[config.mk]
export PLATFORM = sky130hd
export DESIGN_NAME = rbm_ctrl
export DESIGN_NICKNAME = d
export VERILOG_FILES = /design/src/rbm_clkdiv.v /design/src/rbm_ctrl.v
export VERILOG_INCLUDE_DIRS = /design/src
export SDC_FILE = /design/constraint.sdc
export NUM_CORES = 1
export LEC_CHECK = 0
export ABC_CLOCK_PERIOD_IN_PS = 1600
export BUFFER_PORTS_ARGS = -buffer_cell sky130_fd_sc_hd__buf_2
export CAP_MARGIN = 10
export CORE_MARGIN = 2
export CORE_UTILIZATION = 38
export CTS_CLUSTER_DIAMETER = 30
export DETAILED_ROUTE_END_ITERATION = 12
export PLACE_DENSITY = 0.77
export SYNTH_ARGS = -nofsm -noshare
export SYNTH_HDL_FRONTEND = slang
export SYNTH_HIERARCHICAL = 1
export SYNTH_SLANG_ARGS = --single-unit
[constraint.sdc]
create_clock -name clk_in -period 1.6 [get_ports clk_in]
set_input_delay 0.08 -clock clk_in [delete_from_list [all_inputs] [get_ports clk_in]]
set_output_delay 0.08 -clock clk_in [all_outputs]
set_load 0.1 [all_outputs]
[src/rbm_defs.vh]
// Constants for the reset and boot-mode control block
// Function
// - Processor cycle runs at the input clock rate.
// - Cycle clock is driven out unless the disable bit is set.
// - Later resets keep the clock running, no stabilisation wait.
// - Reset empties stacks, masks interrupts, clears mode status register.
// - Boot runs at release only without bus request and booting mode.
// - After boot, first fetch is internal program address zero.
// - Mode C strap sampled at reset; pin is general flag two afterwards.
// - Mode 000 boots 32 words by byte DMA, full memory mode.
// - Mode 010 no boot, starts at external address zero, full mode.
// - In no-boot mode byte DMA is software's, never auto or awaited.
// - Mode C one is host mode; BA 00 byte boot, 01 host boot.
// - Host boot holds execution until internal program word zero written.
// - Host mode, mode D zero: acknowledge actively driven.
// - Host mode, mode D one: acknowledge open-drain, board pull-down.
// - Full mode: 24-bit program memory, 48K on chip, two 8K overlays.
// - Host mode: no external execution, 16-bit bus, one overlay line.
// - At release interrupt servicing is enabled, masks stay set.
`ifndef RBM_DEFS_VH
`define RBM_DEFS_VH

// Register map, byte addresses
`define RBM_ADDR_CTRL     12'h000
`define RBM_ADDR_STATUS   12'h004
`define RBM_ADDR_MODE     12'h008
`define RBM_ADDR_BOOTCNT  12'h00c

// Control register fields
`define RBM_CTRL_CLKDIS   0
`define RBM_CTRL_BUSREQ   1
`define RBM_CTRL_WIDTH    2
`define RBM_CTRL_RESET    2'h0

// Boot sequencing figures
`define RBM_BOOT_WORDS    6'h20
`define RBM_START_ADDR    14'h0000
`define RBM_CNT_W         6
`define RBM_IMASK_ALL     10'h3ff
`define RBM_IMASK_W       10
`define RBM_STACK_EMPTY   4'h0
`define RBM_MODE_STATUS_CLEAR 7'h00

// Memory geometry per mode
`define RBM_PM_WIDTH_FULL 5'h18
`define RBM_PM_WIDTH_HOST 5'h10
`define RBM_PM_WORDS_K    6'h30
`define RBM_OVL_LINES_FULL 2'h2
`define RBM_OVL_LINES_HOST 2'h1

// Strap codes for mode C,B,A
`define RBM_MODE_BYTE_FULL 3'h0
`define RBM_MODE_NOBOOT    3'h2
`define RBM_MODE_BYTE_HOST 3'h4
`define RBM_MODE_HOST_DMA  3'h5

`endif

[src/rbm_clkdiv.v]
// Cycle clock enable and cycle clock output generator
`timescale 1ns/100ps
module rbm_clkdiv (
	// Clock and reset
	input  wire clk_in,
	input  wire rst_in,
	// Control
	input  wire disable_in,
	// Outputs
	output reg  cycle_en_out,
	output reg  cycle_clock_output_out
);

	// Every rising edge of clk_in is one processor cycle, so the enable stays high.
	// Reset only parks the pin output low; the internal cycle never stops,
	// and parking it avoids an unknown level before the first write.
	always @(posedge clk_in) begin
		if (rst_in) begin
			cycle_en_out           <= 1'b1;
			cycle_clock_output_out <= 1'b0;
		end else begin
			cycle_en_out <= 1'b1;
			if (disable_in)
				cycle_clock_output_out <= 1'b0;
			else
				cycle_clock_output_out <= ~cycle_clock_output_out;
		end
	end

endmodule

[src/rbm_ctrl.v]
// Reset, clock output and boot-mode control with APB register slave
//
// Decided for this implementation: the register offsets and the APB register port.
`include "rbm_defs.vh"
`timescale 1ns/100ps
module rbm_ctrl #(
	parameter BOOT_WORDS = 32
) (
	// Clock and reset
	input  wire        clk_in,
	input  wire        rst_in,
	// APB slave
	input  wire        psel_in,
	input  wire        penable_in,
	input  wire        pwrite_in,
	input  wire [11:0] paddr_in,
	input  wire [31:0] pwdata_in,
	output wire        pready_out,
	output wire        pslverr_out,
	output reg  [31:0] prdata_out,
	// Mode straps, mode C shares the general flag two pin
	input  wire        mode_a_in,
	input  wire        mode_b_in,
	input  wire        mode_d_in,
	input  wire        general_flag_two_in,
	output reg         general_flag_two_out,
	output reg         general_flag_two_oe_n_out,
	input  wire        flag_two_dir_in,
	input  wire        flag_two_val_in,
	// System hooks
	input  wire        bus_request_in,
	input  wire        boot_word_done_in,
	input  wire        pm_zero_written_in,
	// Boot and memory status
	output reg         byte_memory_dma_start_out,
	output reg         host_port_dma_wait_out,
	output reg         run_out,
	output reg  [13:0] fetch_addr_out,
	output reg         fetch_external_out,
	output reg         host_mode_out,
	output reg  [4:0]  pm_width_out,
	output reg  [5:0]  pm_words_k_out,
	output reg  [1:0]  overlay_lines_out,
	output reg         ext_exec_allowed_out,
	// Core state set by reset
	output reg  [3:0]  stack_ptr_out,
	output reg  [9:0]  interrupt_mask_out,
	output reg         interrupt_enable_out,
	output reg  [6:0]  mode_status_register_out,
	// Host DMA acknowledge, open-drain capable
	input  wire        ack_req_in,
	output reg         host_dma_acknowledge_out,
	output reg         host_dma_acknowledge_oe_n_out,
	// Clock output
	output wire        cycle_clock_output_out
);

	// State codes, one-hot
	localparam ST_RESET = 4'h1;
	localparam ST_BOOT  = 4'h2;
	localparam ST_WAIT  = 4'h4;
	localparam ST_RUN   = 4'h8;

	reg  [3:0]                 state;
	reg  [3:0]                 next_state;
	reg  [`RBM_CTRL_WIDTH-1:0] ctrl;
	reg  [3:0]                 strap;      // D,C,B,A
	reg  [`RBM_CNT_W-1:0]      boot_cnt;
	reg                        rst_d;
	reg  [4:0]                 sync_1;
	reg  [4:0]                 sync_2;
	wire                       cycle_en;
	wire                       wr;
	wire                       rd;

	// Straps and bus request come from pins, two flops before use
	always @(posedge clk_in) begin
		sync_1 <= {mode_d_in, general_flag_two_in, mode_b_in, mode_a_in,
			bus_request_in};
		sync_2 <= sync_1;
	end

	// Release edge detector for the reset
	always @(posedge clk_in) begin
		rst_d <= rst_in;
	end

	// Decode of a latched mode code into a booting flag
	function is_boot;
		input [3:0] s;
		begin
			is_boot = (s[2:0] == `RBM_MODE_BYTE_FULL) ||
				(s[2:0] == `RBM_MODE_BYTE_HOST) ||
				(s[2:0] == `RBM_MODE_HOST_DMA);
		end
	endfunction

	// Straps caught on the first clock after release, kept until next reset
	always @(posedge clk_in) begin
		if (rst_in)
			strap <= 4'h0;
		else if (rst_d)
			strap <= sync_2[4:1];
	end

	rbm_clkdiv u_clkdiv (
		.clk_in                 (clk_in),
		.rst_in                 (rst_in),
		.disable_in             (ctrl[`RBM_CTRL_CLKDIS]),
		.cycle_en_out           (cycle_en),
		.cycle_clock_output_out (cycle_clock_output_out)
	);

	// APB decode; zero wait states, unmapped reads give zero
	assign wr          = psel_in & penable_in & pwrite_in;
	assign rd          = psel_in & ~pwrite_in;
	assign pready_out  = 1'b1;
	assign pslverr_out = 1'b0;

	// Control register, cleared to zero by reset; sync flops are not reset
	always @(posedge clk_in) begin
		if (rst_in)
			ctrl <= `RBM_CTRL_RESET;
		else if (wr && paddr_in == `RBM_ADDR_CTRL)
			ctrl <= pwdata_in[`RBM_CTRL_WIDTH-1:0];
	end

	// Read mux registered in the setup cycle
	always @(posedge clk_in) begin
		if (rst_in)
			prdata_out <= 32'h0;
		else if (rd && !penable_in) begin
			case (paddr_in)
			`RBM_ADDR_CTRL:    prdata_out <= {30'h0, ctrl};
			`RBM_ADDR_STATUS:  prdata_out <= {28'h0, state};
			`RBM_ADDR_MODE:    prdata_out <= {28'h0, strap};
			`RBM_ADDR_BOOTCNT: prdata_out <= {26'h0, boot_cnt};
			default:           prdata_out <= 32'h0;
			endcase
		end
	end

	// Boot sequencer next state
	always @* begin
		next_state = state;
		case (state)
		ST_RESET: begin
			if (rst_d) begin
				next_state = ST_RESET;
			end else if (ctrl[`RBM_CTRL_BUSREQ] || sync_2[0] || !is_boot(strap)) begin
				next_state = ST_RUN;
			end else if (strap[2:0] == `RBM_MODE_HOST_DMA) begin
				next_state = ST_WAIT;
			end else begin
				next_state = ST_BOOT;
			end
		end
		ST_BOOT: begin
			if (cycle_en && boot_word_done_in &&
				boot_cnt == BOOT_WORDS[`RBM_CNT_W-1:0] - 6'h1)
				next_state = ST_RUN;
		end
		ST_WAIT: begin
			if (pm_zero_written_in)
				next_state = ST_RUN;
		end
		ST_RUN: next_state = ST_RUN;
		default: next_state = ST_RESET;
		endcase
	end

	// Sequencer registers and boot word counter
	always @(posedge clk_in) begin
		if (rst_in) begin
			state    <= ST_RESET;
			boot_cnt <= {`RBM_CNT_W{1'b0}};
		end else begin
			state <= next_state;
			if (state == ST_BOOT && cycle_en && boot_word_done_in)
				boot_cnt <= boot_cnt + 6'h1;
		end
	end

	// Core state on master reset and at release
	always @(posedge clk_in) begin
		if (rst_in) begin
			stack_ptr_out            <= `RBM_STACK_EMPTY;
			interrupt_mask_out       <= `RBM_IMASK_ALL;
			mode_status_register_out <= `RBM_MODE_STATUS_CLEAR;
			interrupt_enable_out     <= 1'b0;
		end else begin
			interrupt_enable_out <= 1'b1;
		end
	end

	// Boot and memory outputs, all registered
	always @(posedge clk_in) begin
		if (rst_in) begin
			byte_memory_dma_start_out <= 1'b0;
			host_port_dma_wait_out    <= 1'b0;
			run_out                   <= 1'b0;
			fetch_addr_out            <= `RBM_START_ADDR;
			fetch_external_out        <= 1'b0;
			host_mode_out             <= 1'b0;
			pm_width_out              <= `RBM_PM_WIDTH_FULL;
			pm_words_k_out            <= `RBM_PM_WORDS_K;
			overlay_lines_out         <= `RBM_OVL_LINES_FULL;
			ext_exec_allowed_out      <= 1'b1;
		end else begin
			byte_memory_dma_start_out <= (state == ST_RESET) && (next_state == ST_BOOT);
			host_port_dma_wait_out    <= (next_state == ST_WAIT);
			run_out                   <= (next_state == ST_RUN);
			fetch_addr_out            <= `RBM_START_ADDR;
			// Only the no-boot mode starts outside the chip
			fetch_external_out        <= (next_state == ST_RUN) &&
				(strap[2:0] == `RBM_MODE_NOBOOT) && (state != ST_BOOT);
			host_mode_out             <= strap[2];
			pm_width_out              <= strap[2] ? `RBM_PM_WIDTH_HOST :
				`RBM_PM_WIDTH_FULL;
			pm_words_k_out            <= `RBM_PM_WORDS_K;
			overlay_lines_out         <= strap[2] ? `RBM_OVL_LINES_HOST :
				`RBM_OVL_LINES_FULL;
			ext_exec_allowed_out      <= ~strap[2];
		end
	end

	// Flag two pin: never driven during reset so the strap can be read
	always @(posedge clk_in) begin
		if (rst_in) begin
			general_flag_two_out      <= 1'b0;
			general_flag_two_oe_n_out <= 1'b1;
		end else begin
			general_flag_two_out      <= flag_two_val_in;
			general_flag_two_oe_n_out <= ~flag_two_dir_in;
		end
	end

	// Acknowledge: driven both ways, or only high when open-drain in host mode
	always @(posedge clk_in) begin
		if (rst_in) begin
			host_dma_acknowledge_out      <= 1'b1;
			host_dma_acknowledge_oe_n_out <= 1'b1;
		end else if (strap[2] && strap[3]) begin
			// Board pull-down gives the low level, so only high is driven
			host_dma_acknowledge_out      <= 1'b1;
			host_dma_acknowledge_oe_n_out <= ack_req_in;
		end else begin
			host_dma_acknowledge_out      <= ~ack_req_in;
			host_dma_acknowledge_oe_n_out <= 1'b0;
		end
	end

endmodule

==> flow_summary.json <==
{
  "fin_tns_setup_ns": 0,
  "cts_setup_buffers": 0,
  "pwr-share-comb": 0.340,
  "finalSetupViolations": 0,
  "syn_avg_cell_area_um2": 8.87,
  "ant_nets": 0,
  "power_switching_mw": 1.32,
  "synth_top_family_by_area": "buffers and inverters",
  "cts_tree": "done",
  "swShare": 0.429,
  "rsz0062_at_grt": "yes",
  "final_nets": 370,
  "maxCapViolCount": 0,
  "ys_seq_elements": 45,
  "track_usage": 0.114,
  "synth_area_um2": 2270,
  "vias_per_cell": 4.16,
  "crit_path_max_incr_delay_ns": 0.57,
  "first_pass_iters": 4,
  "clockPowerShare": 0.277,
  "clk_pin_slew_ns": 0.08,
  "start_kind": "register",
  "drc": 0,
  "synth_compound_area_frac": 0.0579,
  "initialDrtViolationCount": 58,
  "synth_flop_cell": "dfxtp_1",
  "r2r_slack_ns": 0.05,
  "area.growth.synth_to_final_pct": 9.97,
  "port_buffers": 49,
  "synth-async-reset-ratio": 0,
  "yosysWarnings": 6,
  "synth_top_cell_by_area": "dfxtp_1",
  "drv_slew": 0,
  "fill_cells": 571,
  "final_util": 0.427,
  "min_period_over_period": 0.969,
  "fmax_ghz": 0.645,
  "cp-end-kind": "register",
  "netlist_instances": 256,
  "vias": 1605,
  "die_y_um": 81.3,
  "cpMaxStageDelayCell": "or4b_4",
  "h-tree-depth": 2,
  "clock-sinks": 45,
  "outcome": "finished, final reports clean",
  "power.density_nw_per_um2": 1240,
  "hold_slack_ns": 0.0115,
  "antenna_found_initial": 0,
  "finalWeightedCongestion": 0.822,
  "grt_pass1_vias": 1312,
  "path_cells": "or4b_4 -> nor3_1 -> xnor2_1 -> nor2_1",
  "clock_latency_ns": 0.29,
  "cts_buffer_depth": 2,
  "die_width_um": 81.3,
  "worstPathRequired_ns": 1.77,
  "placementRows": 28,
  "yosys.cell_types.count": 36,
  "yosysMostFrequentCell": "buf_4",
  "drive_above_1_share": 0.238,
  "grt_max_degree": 19,
  "hold_viol_final": 0,
  "fin_worst_skew_ns": 0.00461,
  "ir_drop_uv": 500,
  "diodes": 0,
  "synth-xor-area-share": 0.0231,
  "yosysSeqAreaShare": 0.397,
  "min_path_type": "in2reg",
  "fp.coreArea_um2": 5850,
  "pwr-share-seq": 0.383,
  "numCtsBuffers": 5,
  "dp_hpwl_um": 2920,
  "root_buffer": "clkbuf_8",
  "synthAdderAreaFrac": 0.00551,
  "grt-ovfl-total": 0,
  "wirelength_um": 3800,
  "criticalPathCategory": "reg2reg",
  "p_int_mw": 1.76,
  "io_pins": 153,
  "yosysTopAreaCellShare": 0.397,
  "cp.buffers_inverters": 0,
  "leakage_nw": 1.16,
  "synth_mux_area_frac": 0.0512,
  "critPathTopFamily": "simple AND/OR/NAND/NOR gates",
  "synth_edf_count": 0,
  "synth_area_leaders": "dfxtp_1 40%, buf_4 25%, nor2_1 3.5%",
  "min_period_ns": 1.55,
  "wl_per_cell_um": 9.84,
  "dieArea_um2": 6610,
  "synth-simple-area-share": 0.170,
  "yosys-top-cells-count": "77 x buf_4, 45 x dfxtp_1, 21 x nor2_1, 18 x nand2_1, 12 x o21ai_0",
  "crit_fanout": 9,
  "grt_pass1_wl_um": 5690,
  "initial_utilization": 0.388,
  "arrival_ns": 1.72
}
[power groups by stage]
| stage | Sequential, mW | Clock (mW) | Combinational (mW) |
|---|---|---|---|
| 2_1_floorplan | 1.30 | 0 | 1.01 |
| 3_3_place_gp | 1.21 | 0 | 1.03 |
| 3_5_place_dp | 1.21 | 0 | 1.03 |
| 4_1_cts | 1.18 | 0.877 | 1.04 |
| 5_1_grt | 1.19 | 0.945 | 1.09 |
| 6_report | 1.18 | 0.855 | 1.05 |
[cells in the final DEF (no fill, tap or decap), types with 2 or more instances in the layout]
| cell type | n |
|---|---|
| or3_1 | 2 |
| dfxtp_1 | 43 |
| nand2_1 | 18 |
| o21ai_0 | 12 |
| mux4_2 | 2 |
| nand2b_1 | 2 |
| clkbuf_8 | 6 |
| xnor2_1 | 5 |
| inv_1 | 7 |
| or4b_4 | 2 |
| dfxtp_2 | 2 |
| mux2i_1 | 6 |
| nand4_1 | 3 |
| nor2_1 | 21 |
| nor2b_1 | 2 |
| dlygate4sd3_1 | 7 |
| buf_4 | 6 |
| buf_2 | 49 |
| a21oi_1 | 6 |
| a22oi_1 | 3 |
| nand3_1 | 9 |
| conb_1 | 74 |
| nor4_1 | 3 |
| nor3_1 | 7 |
[layout make-up]
| cell class | count | area [um^2] | share of cell area |
|---|---|---|---|
| multi-input combinational | 188 | 993 | 0.398 |
| sequential | 45 | 903 | 0.362 |
| timing repair buffer | 62 | 360 | 0.144 |
| tap | 75 | 93.8 | 0.0376 |
| clock buffer | 7 | 86.3 | 0.0346 |
| clock inverter | 1 | 30.0 | 0.0120 |
| inverter | 8 | 30.0 | 0.0120 |
[through the flow]
stage / total power [mW] / worst slack, ns / instances / area [um^2]
floorplan: 2.31 / 0.00821 / 327 / 2540
global placement: 2.23 / 0.00590 / 371 / 2290
detailed placement: 2.24 / -0.00739 / 371 / 2290
CTS: 3.10 / 0.0278 / 386 / 2480
global route: 3.22 / -0.0257 / 386 / 2500
finish: 3.09 / 0.0497 / 386 / 2500
[state kept, by name (all words and copies together), names as in the netlist, 2 cells and up]
signal             count
sync_2                 5
sync_1                 5
ctrl                   2
strap                  4
overlay_lines_out      2
state                  4
prdata_out             6
boot_cnt               6
[worst reg2reg max path, delay by kind of cell (launching register included)]
kind	cells	cell delay, ns
and+or+nand+nor	3	0.88
DFF	1	0.41
xor gates and xnor gates	1	0.15
[timing repair]
item	in CTS	in global routing
gates resized for setup	1	4
endpoints found under the hold margin	7	0
setup endpoints to repair	3	10
hold buffers	7	0
[worst paths after layout]
kind | end | cells after the start | start
worst max-delay path | boot_cnt[4]$_SDFFE_PP0P_ | 4 | state[1]$_SDFF_PP0_
worst min-delay path | general_flag_two_out$_SDFF_PP0_ | 2 | flag_two_val_in
worst max register to register | boot_cnt[4]$_SDFFE_PP0P_ | 4 | state[1]$_SDFF_PP0_
worst min register to register | sync_2[0]$_DFF_P_ | 0 | sync_1[0]$_DFF_P_
[per-layer routing]
metal / part of all wire / GRT usage
met3: 0.093 / 0.0333
met4: 0.0063 / 0.0424
met5: 0 / 0
met2: 0.50 / 0.207
met1: 0.40 / 0.123
[cells by family (layout without fill, tap and decap cells)]
kind of cell    after synthesis  after routing
buf+inv                      94             78
xor+xnor                      6              6
fa+ha+maj                     1              1
other cells                   3             74
mux                           9              9
simple gates                 75             75
compound gates               23             23
flops                        45             45
Note: power is estimated with default switching activity, not from simulation.
